--- config.mk ---
export PLATFORM = sky130hd
export DESIGN_NAME = cpu_bus_core
export DESIGN_NICKNAME = d
export VERILOG_FILES = /design/src/rtl/cpu_bus_pkg.sv /design/src/rtl/cpu_bus_core.sv
export SDC_FILE = /design/constraint.sdc
export NUM_CORES = 1
export LEC_CHECK = 0
export BUFFER_PORTS_ARGS = -buffer_cell sky130_fd_sc_hd__buf_2
export CAP_MARGIN = 20
export CORE_ASPECT_RATIO = 1.2
export CORE_MARGIN = 2
export CORE_UTILIZATION = 50
export CTS_CLUSTER_SIZE = 30
export DETAILED_ROUTE_END_ITERATION = 10
export GPL_TIMING_DRIVEN = 1
export PLACE_DENSITY = 0.81
export SYNTH_ARGS = -nofsm -noshare
export SYNTH_HDL_FRONTEND = slang
export SYNTH_SLANG_ARGS = --single-unit
--- constraint.sdc ---
create_clock -name clk_sys -period 5.4 [get_ports clk_sys]
set_clock_uncertainty 0.2 [all_clocks]
set_input_delay 0.54 -clock clk_sys [delete_from_list [all_inputs] [get_ports clk_sys]]
set_output_delay 0.54 -clock clk_sys [all_outputs]
set_load 0.1 [all_outputs]
--- src/rtl/cpu_bus_pkg.sv ---
// Purpose: Shared constants and types for the processor bus core.
// Assumes: 40 MHz system clock; Wishbone classic register access.
// Notes:   Pin groups travel as packed structs declared here.

package cpu_bus_pkg;

	// ****************************************
	// Clock and timing
	// ****************************************
	localparam int unsigned CLK_HZ     = 40_000_000;
	localparam int unsigned F_SLOW_HZ  = 1_000_000;
	localparam int unsigned F_MID_HZ   = 2_000_000;
	localparam int unsigned F_FAST_HZ  = 3_000_000;
	localparam logic [5:0]  PER_SLOW   = 6'(CLK_HZ / F_SLOW_HZ);
	localparam logic [5:0]  PER_MID    = 6'(CLK_HZ / F_MID_HZ);
	localparam logic [5:0]  PER_FAST   = 6'(CLK_HZ / F_FAST_HZ);
	localparam int unsigned POR_MS     = 10;
	localparam int unsigned POR_DEF    = CLK_HZ / 1000 * POR_MS;
	localparam int          POR_W      = 20;

	// Speed link codes
	localparam logic [1:0]  SPD_SLOW   = 2'h0;
	localparam logic [1:0]  SPD_MID    = 2'h1;
	localparam logic [1:0]  SPD_FAST   = 2'h2;

	// ****************************************
	// Vectors, stack, status flags, opcodes
	// ****************************************
	localparam logic [15:0] VEC_NMI_LO = 16'hfffa;
	localparam logic [15:0] VEC_NMI_HI = 16'hfffb;
	localparam logic [15:0] VEC_RST_LO = 16'hfffc;
	localparam logic [15:0] VEC_RST_HI = 16'hfffd;
	localparam logic [15:0] VEC_IRQ_LO = 16'hfffe;
	localparam logic [15:0] VEC_IRQ_HI = 16'hffff;
	localparam logic [8:0]  SP_RESET   = 9'h1ff;
	localparam logic [7:0]  P_RESET    = 8'h24;
	localparam int          P_I        = 2;
	localparam int          P_B        = 4;
	localparam logic [7:0]  OP_CLI     = 8'h58;
	localparam logic [7:0]  OP_SEI     = 8'h78;

	// ****************************************
	// Register map (byte addresses)
	// ****************************************
	localparam logic [7:0]  REG_CTRL   = 8'h00;
	localparam logic [7:0]  REG_STATE  = 8'h04;
	localparam logic [7:0]  REG_FLAGS  = 8'h08;
	localparam logic [7:0]  REG_ISTAT  = 8'h0c;
	localparam logic [7:0]  REG_IMASK  = 8'h10;
	localparam int          STATE_SP   = 16;
	localparam int          FLAGS_HALT = 8;
	localparam int          INT_W      = 4;
	localparam int          INT_RESET  = 0;
	localparam int          INT_IRQ    = 1;
	localparam int          INT_NMI    = 2;
	localparam int          INT_HALT   = 3;

	// ****************************************
	// Types
	// ****************************************
	typedef enum logic [3:0] {
		ST_HOLD, ST_RST_VL, ST_RST_VH, ST_FETCH, ST_PUSH_H,
		ST_PUSH_L, ST_PUSH_P, ST_VEC_L, ST_VEC_H
	} cyc_e;

	typedef struct packed {
		logic [7:0] data_in;
		logic       bus_request_n;
		logic       maskable_interrupt_request_n;
		logic       unmaskable_interrupt_n;
		logic       power_on_clear_n;
	} proc_in_s;

	typedef struct packed {
		logic [15:0] addr;
		logic        addr_oe;
		logic [7:0]  data;
		logic        data_oe;
		logic        rw;
		logic        rw_oe;
		logic        sync;
		logic        phi2;
		logic        bus_handover_n;
	} proc_pins_s;

	typedef struct packed {
		cyc_e             st;
		logic [5:0]       cnt;
		logic [1:0]       speed;
		logic [15:0]      program_counter;
		logic [8:0]       sp;
		logic [7:0]       p;
		logic [7:0]       vec_lo;
		logic             vec_nmi;
		logic             nmi_pend;
		logic [POR_W-1:0] por_cnt;
		logic [1:0]       rq_s;
		logic [1:0]       irq_s;
		logic [1:0]       pcl_s;
		logic [2:0]       nmi_s;
		logic [7:0]       din_a;
		logic [7:0]       din_b;
		proc_pins_s       pins;
		logic             wb_ack;
		logic [31:0]      wb_dat;
		logic [INT_W-1:0] int_stat;
		logic [INT_W-1:0] int_mask;
		logic             irq;
	} core_s;

endpackage : cpu_bus_pkg

--- src/rtl/cpu_bus_core.sv ---
// Purpose: Processor-side bus sequencer of an 8-bit processor board.
// Assumes: One 40 MHz clock; phase-zero made by an internal divider.
// Notes:   Opcodes other than the two mask opcodes execute as one-byte no-ops.

`timescale 1ns/1ps
`default_nettype none

module cpu_bus_core #(
	parameter int unsigned POR_CYCLES = cpu_bus_pkg::POR_DEF
) (
	// Clock and reset
	input  wire logic                    clk_sys,
	input  wire logic                    sys_rst,
	// Processor pins
	input  wire cpu_bus_pkg::proc_in_s   pins_i,
	output var  cpu_bus_pkg::proc_pins_s pins_o,
	// Wishbone slave
	input  wire logic                    wb_cyc_i,
	input  wire logic                    wb_stb_i,
	input  wire logic                    wb_we_i,
	input  wire logic [7:0]              wb_adr_i,
	input  wire logic [3:0]              wb_sel_i,
	input  wire logic [31:0]             wb_dat_i,
	output logic      [31:0]             wb_dat_o,
	output logic                         wb_ack_o,
	// Interrupt
	output logic                         irq_o
);
	import cpu_bus_pkg::*;

	// ****************************************
	// Helper functions
	// ****************************************

	// Phase-zero period for the link setting; spare code runs slow
	function automatic logic [5:0] period(input logic [1:0] spd);
		unique case (spd)
			SPD_MID:  period = PER_MID;
			SPD_FAST: period = PER_FAST;
			default:  period = PER_SLOW;
		endcase
	endfunction : period

	// Address driven in a given machine cycle
	function automatic logic [15:0] cyc_addr(input core_s c);
		unique case (c.st)
			ST_RST_VL: cyc_addr = VEC_RST_LO;
			ST_RST_VH: cyc_addr = VEC_RST_HI;
			ST_PUSH_H,
			ST_PUSH_L,
			ST_PUSH_P: cyc_addr = {7'h0, c.sp};
			ST_VEC_L:  cyc_addr = c.vec_nmi ? VEC_NMI_LO : VEC_IRQ_LO;
			ST_VEC_H:  cyc_addr = c.vec_nmi ? VEC_NMI_HI : VEC_IRQ_HI;
			default:   cyc_addr = c.program_counter;
		endcase
	endfunction : cyc_addr

	// Register read multiplexer; unmapped words read zero
	function automatic logic [31:0] rd_word(input core_s c, input logic [7:0] a);
		rd_word = 32'h0;
		unique case (a)
			REG_CTRL:  rd_word[1:0] = c.speed;
			REG_STATE: rd_word = {7'h0, c.sp, c.program_counter};
			REG_FLAGS: rd_word = {23'h0, c.pins.bus_handover_n, c.p};
			REG_ISTAT: rd_word[INT_W-1:0] = c.int_stat;
			REG_IMASK: rd_word[INT_W-1:0] = c.int_mask;
			default:   rd_word = 32'h0;
		endcase
	endfunction : rd_word

	// ****************************************
	// State and reset value
	// ****************************************
	localparam proc_pins_s PINS_RST = '{rw: 1'b1, default: '0};
	localparam core_s CORE_RST = '{
		st: ST_HOLD, sp: SP_RESET, p: P_RESET, pins: PINS_RST,
		irq_s: 2'h3, rq_s: 2'h3, nmi_s: 3'h7, default: '0
	};
	localparam logic [POR_W-1:0] POR_LAST = POR_W'(POR_CYCLES - 1);

	core_s      s;
	core_s      nxt_s;
	logic [5:0] per;
	logic [5:0] half;
	logic       cyc_end;
	logic       rise0;
	logic       hold_req;
	logic       stall;
	logic       advance;
	logic       wb_hit;
	logic       wb_wr;

	// Cycle timing and advance conditions
	assign per      = period(s.speed);
	assign half     = per >> 1;
	assign cyc_end  = s.cnt >= per - 6'h1;
	assign rise0    = s.cnt == half - 6'h1;
	assign hold_req = (s.por_cnt != POR_LAST) || !s.pcl_s[1];
	assign stall    = s.pins.bus_handover_n && s.pins.rw;
	assign advance  = cyc_end && !hold_req && !stall;
	assign wb_hit   = wb_cyc_i && wb_stb_i;
	assign wb_wr    = wb_hit && wb_we_i && s.wb_ack && wb_sel_i[0];

	// ****************************************
	// Next-state logic
	// ****************************************
	always_comb begin
		nxt_s = s;

		// Two-flop pin synchronisers; nmi gets a third for the edge
		nxt_s.rq_s  = {s.rq_s[0], pins_i.bus_request_n};
		nxt_s.irq_s = {s.irq_s[0], pins_i.maskable_interrupt_request_n};
		nxt_s.pcl_s = {s.pcl_s[0], pins_i.power_on_clear_n};
		nxt_s.nmi_s = {s.nmi_s[1:0], pins_i.unmaskable_interrupt_n};
		nxt_s.din_a = pins_i.data_in;
		nxt_s.din_b = s.din_a;

		// Power-on hold counter saturates, then waits for clear high
		if (s.por_cnt != POR_LAST) begin
			nxt_s.por_cnt = s.por_cnt + POR_W'(1);
		end

		// Phase-zero divider; a slower link just lets cnt run out
		nxt_s.cnt = cyc_end ? 6'h0 : s.cnt + 6'h1;

		// Latch a falling unmaskable edge; set wins over clear
		if (s.nmi_s[2] && !s.nmi_s[1]) begin
			nxt_s.nmi_pend = 1'b1;
		end

		// Ready flop moves only on the phase-zero rising edge
		if (rise0) begin
			if (!s.rq_s[1] && s.pins.rw) begin
				nxt_s.pins.bus_handover_n = 1'b1;
			end else if (s.rq_s[1]) begin
				nxt_s.pins.bus_handover_n = 1'b0;
			end
		end

		// Machine-cycle sequencer
		if (hold_req) begin
			nxt_s.st  = ST_HOLD;
			nxt_s.sp  = SP_RESET;
			nxt_s.p   = P_RESET;
			nxt_s.cnt = 6'h0;
		end else if (cyc_end && !stall && s.st == ST_HOLD) begin
			nxt_s.st = ST_RST_VL;
		end else if (advance) begin
			unique case (s.st)
				ST_RST_VL: begin
					nxt_s.vec_lo = s.din_b;
					nxt_s.st     = ST_RST_VH;
				end
				ST_RST_VH: begin
					nxt_s.program_counter = {s.din_b, s.vec_lo};
					nxt_s.st              = ST_FETCH;
				end
				ST_FETCH: begin
					// Pending entry discards the opcode; PC is not stepped
					if (s.nmi_pend) begin
						nxt_s.vec_nmi  = 1'b1;
						nxt_s.nmi_pend = s.nmi_s[2] && !s.nmi_s[1];
						nxt_s.st       = ST_PUSH_H;
					end else if (!s.irq_s[1] && !s.p[P_I]) begin
						nxt_s.vec_nmi = 1'b0;
						nxt_s.st      = ST_PUSH_H;
					end else begin
						nxt_s.program_counter = s.program_counter + 16'h1;
						if (s.din_b == OP_CLI) begin
							nxt_s.p[P_I] = 1'b0;
						end else if (s.din_b == OP_SEI) begin
							nxt_s.p[P_I] = 1'b1;
						end
					end
				end
				ST_PUSH_H,
				ST_PUSH_L: begin
					// Only PC and status go on the stack, no data registers
					nxt_s.sp = {1'b1, s.sp[7:0] - 8'h1};
					nxt_s.st = (s.st == ST_PUSH_H) ? ST_PUSH_L : ST_PUSH_P;
				end
				ST_PUSH_P: begin
					nxt_s.sp     = {1'b1, s.sp[7:0] - 8'h1};
					nxt_s.p[P_I] = 1'b1;
					nxt_s.st     = ST_VEC_L;
				end
				ST_VEC_L: begin
					nxt_s.vec_lo = s.din_b;
					nxt_s.st     = ST_VEC_H;
				end
				ST_VEC_H: begin
					nxt_s.program_counter = {s.din_b, s.vec_lo};
					nxt_s.st              = ST_FETCH;
				end
				default: nxt_s.st = ST_HOLD;
			endcase
		end

		// Pins follow the next machine state
		nxt_s.pins.addr    = cyc_addr(nxt_s);
		nxt_s.pins.rw      = !(nxt_s.st inside {ST_PUSH_H, ST_PUSH_L, ST_PUSH_P});
		unique case (nxt_s.st)
			ST_PUSH_H: nxt_s.pins.data = nxt_s.program_counter[15:8];
			ST_PUSH_L: nxt_s.pins.data = nxt_s.program_counter[7:0];
			ST_PUSH_P: nxt_s.pins.data = nxt_s.p & ~(8'h1 << P_B);
			default:   nxt_s.pins.data = 8'h0;
		endcase
		nxt_s.pins.phi2    = nxt_s.cnt >= half;
		nxt_s.pins.data_oe = !nxt_s.pins.rw && nxt_s.pins.phi2;
		nxt_s.pins.sync    = nxt_s.st == ST_FETCH;
		nxt_s.pins.addr_oe = !nxt_s.pins.bus_handover_n;
		nxt_s.pins.rw_oe   = !nxt_s.pins.bus_handover_n;

		// Wishbone: ack one cycle after the strobe, write at the ack edge
		nxt_s.wb_ack = wb_hit && !s.wb_ack;
		nxt_s.wb_dat = rd_word(s, wb_adr_i);
		if (wb_wr && wb_adr_i == REG_CTRL) begin
			nxt_s.speed = wb_dat_i[1:0];
		end
		if (wb_wr && wb_adr_i == REG_IMASK) begin
			nxt_s.int_mask = wb_dat_i[INT_W-1:0];
		end

		// Sticky events: clear first so a same-cycle event survives
		if (wb_wr && wb_adr_i == REG_ISTAT) begin
			nxt_s.int_stat = s.int_stat & ~wb_dat_i[INT_W-1:0];
		end
		if (advance && s.st == ST_RST_VH) begin
			nxt_s.int_stat[INT_RESET] = 1'b1;
		end
		if (advance && s.st == ST_VEC_H) begin
			nxt_s.int_stat[s.vec_nmi ? INT_NMI : INT_IRQ] = 1'b1;
		end
		if (nxt_s.pins.bus_handover_n && !s.pins.bus_handover_n) begin
			nxt_s.int_stat[INT_HALT] = 1'b1;
		end
		nxt_s.irq = |(nxt_s.int_stat & nxt_s.int_mask);
	end

	// ****************************************
	// State register
	// ****************************************
	always_ff @(posedge clk_sys) begin
		if (sys_rst) begin
			s <= CORE_RST;
		end else begin
			s <= nxt_s;
		end
	end

	// Outputs straight from the state flops
	assign pins_o   = s.pins;
	assign wb_dat_o = s.wb_dat;
	assign wb_ack_o = s.wb_ack;
	assign irq_o    = s.irq;
endmodule : cpu_bus_core

`default_nettype wire

=== Yosys cells after proc, flatten, opt, wreduce, memory -nomap -nowiden ===
Cells that the tools add are included.
Widths: inputs -> output; s select.

* Register bits: 171
* Input port bits: 61
* Logic and storage cells: 168

* Add/sub/neg operators: 6
* Order comparisons: 4
* Equal/unequal tests: 26
* Mux-type cells: 54
* Bitwise logic cells: 6
* Reductions and logical operators: 43

{| class="wikitable"
|+ Operators with widths
! operator !! number
|-
| $pmux 16 s5 || 1
|-
| $mux 25 || 2
|-
| $mux 16 || 3
|-
| $pmux 21 s2 || 1
|-
| $eq 4x3->1 const B || 8
|-
| $mux 4 || 8
|-
| $pmux 16 s2 || 1
|-
| $pmux 4 s6 || 1
|-
| $pmux 8 s3 || 1
|-
| $logic_and 1x1->1 || 21
|-
| $add 20x1->20 const B || 1
|-
| $ne 20x19->1 const B || 1
|-
| $mux 9 || 2
|-
| $mux 1 || 17
|-
| $add 16x1->16 const B || 1
|-
| $eq 4x2->1 const B || 4
|-
| $eq 8x4->1 const B || 2
|-
| $eq 8x7->1 const B || 2
|-
| $mux 2 || 7
|-
| $mux 6 || 2
|-
| $pmux 6 s2 || 1
|-
| $logic_not 1->1 || 11
|-
| $pmux 2 s5 || 1
|-
| $and 4x4->4 || 2
|-
| 31 further kinds || 38
|}

=== Longest topological paths before layout ===
Gate-level depths: netlist (run 1).

* Depth after elaboration: 13
* Mapped depth: 16

=== Worst setup path before layout (run 1) ===
No wires, ideal clock.

* Path type: reg-to-reg
* Start point: reg s[161] (netlist bit)
* End point: reg s (netlist bit pins_o[13])
* Setup time: 124 ps
* Arrival time: 3,007 ps
* Data required time: 5,076 ps
* Setup slack: 2,069 ps
* Stages on the path, launching flop included: 15
* Clock period less this slack: 3,331 ps
* Path through: dfxtp_1 inv_1 ha_1 inv_1 ha_1 nand4_1 a21o_1 o211a_1 buf_2 or4_1 buf_2 a22oi_2 o21ai_1 a222oi_1 nor2_1

* Word-level cells in the longest chain between the ends: 11
* Elaborated cells between the ends (all ways): 19

{| class="wikitable"
|+ Ends and longest elaborated chain
! what !! line !! text
|-
| from (decl) || cpu_bus_core.sv:81 || <nowiki>core_s s;</nowiki>
|-
| from (signal assigned) || cpu_bus_core.sv:247 || <nowiki>s <= nxt_s;</nowiki>
|-
| $eq 2x2->1 or $eq 2x1->1 (tied branches) || cpu_bus_core.sv:37 || <nowiki>unique case (spd)</nowiki>
|-
| $pmux 6 s2 (*) || cpu_bus_core.sv:37 ||
|-
| $sub 6x1->6 (*) || cpu_bus_core.sv:96 || <nowiki>assign cyc_end = s.cnt >= per - 6'h1;</nowiki>
|-
| $ge 6x6->1 (*) || cpu_bus_core.sv:96 ||
|-
| $logic_and 1x1->1 (2 in a row) || cpu_bus_core.sv:100 || <nowiki>assign advance = cyc_end && !hold_req && !stall;</nowiki>
|-
| $mux 4 || cpu_bus_core.sv:148 || <nowiki>end else if (advance) begin</nowiki>
|-
| $mux 4 || cpu_bus_core.sv:146 || <nowiki>end else if (cyc_end && !stall && s.st == ST_HOLD) begin</nowiki>
|-
| $mux 4 || cpu_bus_core.sv:141 || <nowiki>if (hold_req) begin</nowiki>
|-
| $eq 4x3->1 || cpu_bus_core.sv:202 || <nowiki>unique case (nxt_s.st)</nowiki>
|-
| $pmux 8 s3 (*) || cpu_bus_core.sv:202 ||
|}

Every way passes the cells marked *; elsewhere a longest branch is shown, timed or not.
A chain may end at the register's enable or synchronous reset.

=== Final worst setup path (run 1) ===
* Start point: reg s[161] (netlist bit)
* End point: reg s (netlist bit pins_o[11])

The elaborated chain is that of the path after synthesis.

==> flow_summary_export.csv, run 1 <==
group,metric,value,unit
grt,globalRouteTotalUtil,0.235,
yosys,yosysUniqueCellTypes,74,
critical_path,required,5.56,ns
hold_path,worst_hold_path_class,"in2reg",
yosys,yosysSeqAreaShare,0.413,
sta,timing.final.ws_setup,1.32,ns
clock_tree,cts-root-buf,"sky130_fd_sc_hd__clkbuf_16",
final_layout,final_util,0.560,
place,placed_cell_area,8080,um^2
final_layout,finish.net_count,1005,
place,place.detailed.hpwl,14000,um
detailed_routing,post_drt_wl_per_cell,17.3,um
yosys,synth.cells.most_frequent,"sky130_fd_sc_hd__dfxtp_1, sky130_fd_sc_hd__nor2_1, sky130_fd_sc_hd__buf_4, sky130_fd_sc_hd__nand2_1, sky130_fd_sc_hd__nor2b_1",
yosys,yosys.area.top_type,"sky130_fd_sc_hd__dfxtp_1",
grt,maximum_number_of_pins_on_one_net_before_global_route_repair,80,
critical_path,worst-r2r-setup-slack,1.32,ns
sta,hold_viol_final,0,
critical_path,cp_capture_type,"register",
clock_tree,htree_num_levels,4,
place,portBuffers,87,
sta,maxClockFrequency,245,MHz
final_layout,final_layout_size_suffix_gt1_frac,0.170,
critical_path,critical_path.max_stage_delay,0.62,ns
critical_path,critical_path_class,"reg2reg",
flow_run,drv.max_cap_violation_count,0,
sta,timing.final.crit_period,4.08,ns
grt,grt_remaining_overflow,0,
hold_path,hold_depth,2,
grt,grt_antenna_before_repair,0,
die,core_area,15600,um^2
critical_path,crit_chain,"inv_1 > ha_1 > inv_1 > ha_1 > nand4_1 > a21o_1 > o211a_1 > or4_4 > a211o_1 > nor3_2 > o21ai_0 > a31oi_1",
pwr,p_leak,3.40,nW
yosys,netlist_instances,912,
clock_tree,max-clock-path-buffers,2,
detailed_routing,vias_per_cell,5.75,
sta,fin_worst_hold_slack,0.0992,ns
critical_path,r2r.worst_path.cells,12,
critical_path,path_depth,12,
place,inst_count_dp,1114,
yosys,synth-warning-count,0,
pwr,report.power.total,2.64,mW
sta,slew_headroom,0.386,
final_layout,final_cells,1147,
die,num_rows,50,
die,die-height,142,um
place,place_congestion,0.978,
clock_tree,cts_repair_resize_count,0,
critical_path,slowest_stage,"sky130_fd_sc_hd__or4_4",
clock_tree,cts_made_buffers,17,
yosys,synth_most_common_cell,"sky130_fd_sc_hd__dfxtp_1",
clock_tree,tritoncts,"done",
place,post-place-ws,1.41,ns
critical_path,critical_path_buf_inv_count,2,
sta,totalNegativeSetupSlack,0,ns
die,io-pin-count,126,
grt,grt_pass1_vias,6170,
outcome,outcome,"finished, final reports clean",
sta,transition_time_at_the_pin_with_the_least_slew_margin,0.915,ns
yosys,avgSynthCellArea,8.71,um^2
hold_path,hold_sp,"pins_i[3]",
final_layout,areaGrowthSynthToFinish,9.91,%
yosys,yosys_register_bits,164,
die,die_width,119,um
final_layout,fillerInstances,1373,
die,fp.dieArea,16900,um^2
critical_path,critical_path.reg2reg.startpoint,"s[161]",
final_layout,antenna-diode-count,0,
detailed_routing,drc_violation_total_after_the_first_tritonroute_iteration,659,
sta,rsz0062_at_grt,"no",
sta,period_share,0.755,
critical_path,path_max_fanout,17,
yosys,synthesis.area,7940,um^2
yosys,synth_top_cells_by_area,"sky130_fd_sc_hd__dfxtp_1, sky130_fd_sc_hd__buf_4, sky130_fd_sc_hd__nor2_1",
critical_path,worstReg2RegEnd,"pins_o[11]",
clock_tree,cts_post_setup_buffers_inserted,0,
detailed_routing,drc,0,
detailed_routing,wirelength,19800,um
clock_tree,sinks_on_the_clock_net,164,
pwr,vdd.ir_drop.worst,0.220,mV
critical_path,worst_endpoint_data_arrival_time,4.24,ns
yosys,synth_largest_type_area_fraction,0.413,
critical_path,timing.critical_path.from_type,"register",
grt,global_route_wire_length_before_repair,31400,um
yosys,synth-async-reset-ratio,0,
die,floorplan.initialDensity,0.510,
detailed_routing,vias,6599,
clock_tree,holdBufCountCts,0,
yosys,ys_dominant_reg_cell,"sky130_fd_sc_hd__dfxtp_1",
yosys,synth_edf_count,0,
clock_tree,insertion_delay_to_the_later_sink_of_the_worst_skew_pair,0.43,ns
final_layout,finalInstanceArea,8730,um^2
critical_path,cp_top_family,"compound AO/OA/AOI/OAI gates",
detailed_routing,firstDrtPassIters,5,
detailed_routing,final_antenna_net_count,0,
hold_path,worst_hold_path.endpoint,"nxt_s[97]",
sta,final-max-slew-violation-count,0,
pwr,p_per_area,302,nW/um^2
clock_tree,cts.reportedPaths.clkPinSlew,0.06,ns
sta,setup_viol,0,
power by group:
group          switching, mW  internal, mW  total (mW)
registers            0.00772          1.22        1.23
clock network          0.524         0.801        1.32
logic                 0.0623        0.0203      0.0826
total                  0.594          2.04        2.64
kinds of logic (layout without fill, tap and decap cells):
| group | Yosys count | after routing | share of synthesized area |
|---|---|---|---|
| xor gates and xnor gates | 32 | 32 | 0.0353 |
| DFF | 164 | 164 | 0.413 |
| muxes | 22 | 22 | 0.0277 |
| adders and majority gates | 18 | 18 | 0.0284 |
| AOI/OAI and AO/OA | 157 | 157 | 0.139 |
| buffers and inverters | 125 | 146 | 0.0904 |
| other | 1 | 7 | 0.000472 |
| and+or+nand+nor | 393 | 393 | 0.266 |
flip-flops by register name, summed over array words and instances, names as in the netlist:
name / flops
irq_o: 1
nxt_s: 13
pins_o: 30
s: 94
wb_ack_o: 1
wb_dat_o: 25
cell usage in the layout (no fill, tap or decap), types with 9 or more instances in the layout:
cell / instances
sky130_fd_sc_hd__a21oi_1: 26
sky130_fd_sc_hd__a31oi_1: 14
sky130_fd_sc_hd__and2_1: 27
sky130_fd_sc_hd__buf_2: 86
sky130_fd_sc_hd__clkbuf_16: 17
sky130_fd_sc_hd__dfxtp_1: 164
sky130_fd_sc_hd__ha_1: 18
sky130_fd_sc_hd__inv_1: 19
sky130_fd_sc_hd__mux2i_1: 22
sky130_fd_sc_hd__nand2_1: 63
sky130_fd_sc_hd__nand2b_1: 12
sky130_fd_sc_hd__nand3_1: 22
sky130_fd_sc_hd__nand4_1: 11
sky130_fd_sc_hd__nor2_1: 97
sky130_fd_sc_hd__nor2b_1: 39
sky130_fd_sc_hd__nor3_1: 33
sky130_fd_sc_hd__nor4_1: 15
sky130_fd_sc_hd__o21ai_0: 21
sky130_fd_sc_hd__o21ai_1: 12
sky130_fd_sc_hd__o31ai_1: 9
sky130_fd_sc_hd__or2_2: 13
sky130_fd_sc_hd__or3_1: 14
sky130_fd_sc_hd__xnor2_1: 16
sky130_fd_sc_hd__xor2_1: 16
worst register-to-register path: stages (launching register included):
cell and delay (ns):
sky130_fd_sc_hd__dfxtp_1 0.39, sky130_fd_sc_hd__inv_1 0.10, sky130_fd_sc_hd__ha_1 0.33, sky130_fd_sc_hd__inv_1 0.09
sky130_fd_sc_hd__ha_1 0.32, sky130_fd_sc_hd__nand4_1 0.11, sky130_fd_sc_hd__a21o_1 0.21, sky130_fd_sc_hd__o211a_1 0.42
sky130_fd_sc_hd__or4_4 0.63, sky130_fd_sc_hd__a211o_1 0.41, sky130_fd_sc_hd__nor3_2 0.43, sky130_fd_sc_hd__o21ai_0 0.20
sky130_fd_sc_hd__a31oi_1 0.19
cell type report:
| cell class | instances | area [um^2] | share of cell area |
|---|---|---|---|
| clock buffers | 18 | 439 | 0.0503 |
| clock inverters | 14 | 208 | 0.0238 |
| inverters | 19 | 71.3 | 0.00817 |
| multi-input cells | 629 | 3970 | 0.455 |
| flip-flops and latches | 164 | 3280 | 0.376 |
| well taps | 208 | 260 | 0.0298 |
| repair buffers | 95 | 498 | 0.0570 |
routing by layer:
layer,share of wire,GRT usage,vias up
met2,0.47,0.374,316
met3,0.078,0.0509,69
met5,0,0,-
met4,0.042,0.135,0
met1,0.41,0.295,3044
li1,-,-,3170
worst max path at each step:
stage                     startpoint          to
after floorplan               s[161]  pins_o[13]
after global placement        s[161]   pins_o[7]
after detailed placement      s[161]  pins_o[11]
after CTS                     s[161]  pins_o[11]
after global routing          s[161]  pins_o[18]
final                         s[161]  pins_o[11]
No activity file was read; power rests on OpenSTA's default activity.
==> run 2, diff against run 1 <==
--- a/config.mk
+++ b/config.mk
@@ -13,7 +13,7 @@
 export CTS_CLUSTER_SIZE = 30
 export DETAILED_ROUTE_END_ITERATION = 10
 export GPL_TIMING_DRIVEN = 1
-export PLACE_DENSITY = 0.81
+export PLACE_DENSITY = 0.84
 export SYNTH_ARGS = -nofsm -noshare
 export SYNTH_HDL_FRONTEND = slang
 export SYNTH_SLANG_ARGS = --single-unit
==> constraint.sdc (replaced) <==
create_clock -name clk_sys -period 3.7 [get_ports clk_sys]
set_clock_uncertainty 0.2 [all_clocks]
set_input_delay 0.37 -clock clk_sys [delete_from_list [all_inputs] [get_ports clk_sys]]
set_output_delay 0.37 -clock clk_sys [all_outputs]
set_load 0.1 [all_outputs]
==> run 2 against run 1 <==
Net effect:
- final area rose by 4.7%
- first-iteration DRC count rose by 8.0%
- final cell count rose by 4.3%
- die area did not move
- setup slack got worse by 1.1 ns
- sequential cell count did not move
- count of clock-buffer cells in the layout did not move
- utilization rose by 2.6 points
- combinational power rose by 62%
- global-route usage rose by 0.45 points
- critical path depth rose by 1
- non-clock buffer count rose by 49
==> flow_summary_export.csv, run 2 (synthesized netlist as in run 1, its figures left out) <==
group,metric,value,unit
sta,slew_headroom,0.520,
clock_tree,cts_made_buffers,17,
final_layout,finalInstanceArea,9140,um^2
die,die-height,142,um
clock_tree,cts-root-buf,"sky130_fd_sc_hd__clkbuf_16",
clock_tree,tritoncts,"done",
final_layout,layout.cells.most_common_list,"sky130_fd_sc_hd__dfxtp_1, sky130_fd_sc_hd__nor2_1, sky130_fd_sc_hd__buf_2",
critical_path,critical_path_class,"reg2reg",
detailed_routing,final_antenna_net_count,0,
detailed_routing,wirelength,20000,um
sta,final-max-slew-violation-count,0,
final_layout,final_layout_size_suffix_gt1_frac,0.201,
grt,maximum_number_of_pins_on_one_net_before_global_route_repair,74,
flow_run,drv.max_cap_violation_count,0,
sta,period_share,0.951,
hold_path,worst_hold_path_class,"in2reg",
sta,timing.final.ws_setup,0.180,ns
die,io-pin-count,126,
grt,global_route_wire_length_before_repair,31900,um
grt,grt_antenna_before_repair,0,
place,placed_cell_area,8340,um^2
die,floorplan.initialDensity,0.510,
die,core_area,15600,um^2
clock_tree,max-clock-path-buffers,2,
detailed_routing,drc,0,
critical_path,timing.critical_path.from_type,"register",
clock_tree,htree_num_levels,4,
clock_tree,insertion_delay_to_the_later_sink_of_the_worst_skew_pair,0.44,ns
grt,grt_pass1_vias,6215,
detailed_routing,vias,6743,
final_layout,most_common_cell_after_layout_fill_and_taps_aside,"sky130_fd_sc_hd__dfxtp_1",
detailed_routing,drc_violation_total_after_the_first_tritonroute_iteration,712,
final_layout,largest_register_ff_count,94,
detailed_routing,vias_per_cell,5.64,
sta,setup_viol,0,
die,fp.dieArea,16900,um^2
pwr,p_sw,0.882,mW
detailed_routing,post_drt_wl_per_cell,16.7,um
sta,transition_time_at_the_pin_with_the_least_slew_margin,0.720,ns
final_layout,finish.net_count,1054,
place,portBuffers,87,
detailed_routing,firstDrtPassIters,7,
sta,maxClockFrequency,284,MHz
critical_path,worst_endpoint_data_arrival_time,3.62,ns
final_layout,areaGrowthSynthToFinish,15.1,%
grt,grt_remaining_overflow,0,
sta,timing.final.crit_period,3.52,ns
die,die_width,119,um
final_layout,antenna-diode-count,0,
sta,hold_viol_final,0,
pwr,clock_power_share,0.482,
final_layout,regMostFlops,"s",
sta,totalNegativeSetupSlack,0,ns
clock_tree,sinks_on_the_clock_net,164,
pwr,vdd.ir_drop.worst,0.302,mV
critical_path,required,3.80,ns
clock_tree,cts.reportedPaths.clkPinSlew,0.07,ns
place,place.detailed.hpwl,14300,um
pwr,p_comb_frac,0.036,
place,post-place-ws,0.139,ns
pwr,seq_power_share,0.482,
critical_path,cp_capture_type,"register",
pwr,p_leak,3.61,nW
critical_path,path_max_fanout,9,
pwr,p_int,2.84,mW
grt,globalRouteTotalUtil,0.240,
pwr,p_per_area,407,nW/um^2
place,place_congestion,0.963,
die,num_rows,50,
pwr,switching_share,0.237,
outcome,outcome,"finished, final reports clean",
==> run 2: cell types whose count changed in the layout (fill, tap and decap cells not counted), sizes merged, moves of 2 or more <==
cell,delta
buf,+35
dlygate4sd3,+15
bufinv,-2
inv,-3
clkinv,+4
==> run 2: worst paths after layout <==
path / start / end / slack, ns / depth (start not counted)
max: s[161] / pins_o[21] / 0.18 / 13
min: wb_dat_i[1] / s[162] / 0.02 / 3
max reg2reg: s[161] / pins_o[21] / 0.18 / 13
min reg2reg: nxt_s[97] / s[97] / 0.21 / 1
==> run 2: layer usage <==
metal | routed length [um] | GRT usage | vias to the layer above | part of all wire
met4 | 623 | 0.107 | 0 | 0.031
met5 | 0 | 0 | - | 0
li1 | - | - | 3275 | -
met2 | 9440 | 0.400 | 332 | 0.47
met3 | 1610 | 0.0557 | 49 | 0.080
met1 | 8340 | 0.295 | 3087 | 0.42
==> run 2: through the flow <==
stage               total power, mW  utilization  instances  hold slack (ns)
finish                         3.72        0.587       1196           0.0234
floorplan                      1.93            -        918            0.189
detailed placement             1.95        0.536       1148            0.197
global route                   3.82        0.587       1196           0.0160
global placement               1.95        0.536       1148            0.193
CTS                            3.74        0.584       1195          0.00643
==> run 2: critical path: stages (launching register included) <==
cell	delay, ns
sky130_fd_sc_hd__dfxtp_1	0.33
sky130_fd_sc_hd__inv_1	0.06
sky130_fd_sc_hd__ha_1	0.30
sky130_fd_sc_hd__inv_1	0.09
sky130_fd_sc_hd__ha_1	0.32
sky130_fd_sc_hd__nand4_1	0.12
sky130_fd_sc_hd__a21o_1	0.20
sky130_fd_sc_hd__o211a_2	0.30
sky130_fd_sc_hd__or4_1	0.51
sky130_fd_sc_hd__buf_4	0.19
sky130_fd_sc_hd__and2_1	0.19
sky130_fd_sc_hd__a211oi_4	0.33
sky130_fd_sc_hd__and2_1	0.18
sky130_fd_sc_hd__o31ai_1	0.07
==> run 2: cell type report <==
type	instances	area, um^2
sequential	164	3280
clock buffer	18	429
timing repair buffer	144	916
tap	208	260
multi-input combinational	629	4010
clock inverter	14	169
fill	1339	6440
inverter	19	71.3
==> run 2: power groups by stage <==
stage               Sequential, mW  Combinational (mW)  Clock (mW)
floorplan                     1.83              0.0955           0
global placement              1.83               0.120           0
detailed placement            1.83               0.121           0
CTS                           1.79               0.134        1.81
global route                  1.79               0.143        1.88
finish                        1.79               0.134        1.79
==> run 2: what timing repair did <==
item                       4_1_cts  5_1_grt
hold buffers                    15        0
gates resized for setup          0        9
setup buffers                    0        1
setup endpoints to repair        0       25
hold endpoints to repair        14        0
==> run 3, diff against run 2 <==
--- a/config.mk
+++ b/config.mk
@@ -13,7 +13,7 @@
 export CTS_CLUSTER_SIZE = 30
 export DETAILED_ROUTE_END_ITERATION = 10
 export GPL_TIMING_DRIVEN = 1
-export PLACE_DENSITY = 0.84
+export PLACE_DENSITY = 0.82
 export SYNTH_ARGS = -nofsm -noshare
 export SYNTH_HDL_FRONTEND = slang
 export SYNTH_SLANG_ARGS = --single-unit
==> run 3 against run 2 <==
Net effect:
- critical path depth did not move
- sequential power barely moved
- count of clock-buffer cells in the layout did not move
- largest cell class unchanged
- largest power group unchanged
- hold slack barely moved
- via count rose by 0.62%
- setup slack got worse by 0.086 ns
- routed wire length rose by 2.3%
- global-route usage rose by 0.21 points
- first-iteration DRC count fell by 12%
- clock power fell by 2%
==> flow_summary_export.csv, run 3 (synthesized netlist as in run 1, its figures left out) <==
group,metric,value,unit
outcome,outcome,"finished, final reports clean",
die,floorplan.initialDensity,0.510,
detailed_routing,post_drt_wl_per_cell,17.2,um
critical_path,worst_endpoint_data_arrival_time,3.73,ns
place,placed_cell_area,8310,um^2
sta,hold_viol_final,0,
die,num_rows,50,
sta,maxClockFrequency,277,MHz
detailed_routing,firstDrtPassIters,6,
clock_tree,max-clock-path-buffers,2,
critical_path,critical_path_class,"reg2reg",
critical_path,critical_path.max_stage_delay,0.56,ns
sta,slew_headroom,0.503,
critical_path,cp_capture_type,"register",
clock_tree,htree_num_levels,4,
die,fp.dieArea,16900,um^2
pwr,report.power.total,3.68,mW
clock_tree,tritoncts,"done",
grt,grt_remaining_overflow,0,
critical_path,path_max_fanout,6,
hold_path,worst_hold_path_class,"in2reg",
final_layout,final_cells,1192,
grt,global_route_wire_length_before_repair,32200,um
clock_tree,cts.reportedPaths.clkPinSlew,0.07,ns
sta,timing.final.crit_period,3.61,ns
grt,grt_pass1_vias,6405,
sta,fin_worst_hold_slack,0.0232,ns
final_layout,largest_register_ff_count,94,
die,die-height,142,um
sta,period_share,0.975,
critical_path,worstReg2RegEnd,"pins_o[15]",
place,inst_count_dp,1144,
final_layout,final_util,0.584,
critical_path,slowest_stage,"sky130_fd_sc_hd__or4_4",
critical_path,required,3.83,ns
final_layout,final_layout_size_suffix_gt1_frac,0.201,
clock_tree,sinks_on_the_clock_net,164,
sta,totalNegativeSetupSlack,0,ns
clock_tree,cts-root-buf,"sky130_fd_sc_hd__clkbuf_16",
final_layout,areaGrowthSynthToFinish,14.5,%
place,portBuffers,87,
final_layout,layout.cells.most_common_list,"sky130_fd_sc_hd__dfxtp_1, sky130_fd_sc_hd__nor2_1, sky130_fd_sc_hd__buf_2",
detailed_routing,vias,6785,
pwr,vdd.ir_drop.worst,0.269,mV
final_layout,finish.net_count,1050,
detailed_routing,drc,0,
critical_path,timing.critical_path.to,"pins_o[15]",
pwr,p_per_area,404,nW/um^2
detailed_routing,vias_per_cell,5.69,
place,place_congestion,0.960,
clock_tree,insertion_delay_to_the_later_sink_of_the_worst_skew_pair,0.44,ns
grt,grt_antenna_before_repair,0,
pwr,p_leak,3.58,nW
sta,timing.final.ws_setup,0.0935,ns
critical_path,crit_chain,"inv_1 > ha_1 > inv_1 > ha_1 > nand4_1 > a21o_1 > o211a_4 > or4_4 > a211o_1 > buf_4 > o22ai_1 > nand2_1 > a31oi_1",
final_layout,most_common_cell_after_layout_fill_and_taps_aside,"sky130_fd_sc_hd__dfxtp_1",
sta,rsz0062_at_grt,"yes",
final_layout,finalInstanceArea,9090,um^2
critical_path,critical_path_startpoint,"s[161]",
die,core_area,15600,um^2
die,die_width,119,um
place,post-place-ws,0.114,ns
sta,final-max-slew-violation-count,0,
grt,maximum_number_of_pins_on_one_net_before_global_route_repair,72,
critical_path,timing.critical_path.from_type,"register",
critical_path,critical_path.reg2reg.startpoint,"s[161]",
critical_path,worst-r2r-setup-slack,0.09,ns
sta,setup_viol,0,
detailed_routing,drc_violation_total_after_the_first_tritonroute_iteration,624,
final_layout,antenna-diode-count,0,
clock_tree,cts_made_buffers,17,
final_layout,regMostFlops,"s",
detailed_routing,wirelength,20500,um
grt,globalRouteTotalUtil,0.242,
die,io-pin-count,126,
detailed_routing,final_antenna_net_count,0,
critical_path,r2r.worst_path.cells,13,
flow_run,drv.max_cap_violation_count,0,
place,place.detailed.hpwl,14300,um
sta,transition_time_at_the_pin_with_the_least_slew_margin,0.746,ns
==> run 3: worst min path at each step <==
stage                     start         to  slack (ns)  depth (start not counted)
floorplan             nxt_s[90]  nxt_s[91]        0.19                          1
global placement      nxt_s[90]  nxt_s[91]        0.20                          1
detailed placement    nxt_s[90]  nxt_s[91]        0.20                          1
CTS                 wb_dat_i[1]     s[162]       0.008                          3
global route        wb_dat_i[1]     s[162]        0.05                          3
finish              wb_dat_i[1]     s[162]        0.02                          3
==> run 3: final cells by class <==
cell class              instances  area, um^2
flip-flops and latches        164        3280
multi-input cells             629        4010
well taps                     208         260
clock buffers                  18         439
fillers                      1369        6480
repair buffers                140         886
clock inverters                14         141
inverters                      19        71.3
==> run 3: repair_timing <==
action	in CTS	in global routing
resized for setup	0	10
setup endpoints to repair	0	22
endpoints found under the hold margin	14	0
hold buffers	15	0
setup buffers	0	1
==> run 3: report_power, final <==
group          leakage (nW)  internal (mW)  switching [mW]  total (mW)
combinational          1.97         0.0419          0.0940       0.136
sequential             1.33           1.78          0.0113        1.79
clock                 0.283          0.965           0.783        1.75
==> run 3: worst max-delay path, delay by kind of cell, from the launching register on <==
family | cells | cell delay [ns]
AO/OA/AOI/OAI | 5 | 1.23
AND/OR/NAND/NOR | 3 | 0.75
adder cells (fa/ha/maj) | 2 | 0.64
buffers and inverters | 3 | 0.35
flip-flops | 1 | 0.33
==> run 3: routing by layer <==
metal	up-vias	part of all wire	GRT usage
li1	3265	-	-
met3	54	0.071	0.0461
met2	316	0.47	0.405
met1	3150	0.42	0.294
met4	0	0.036	0.130
met5	-	0	0
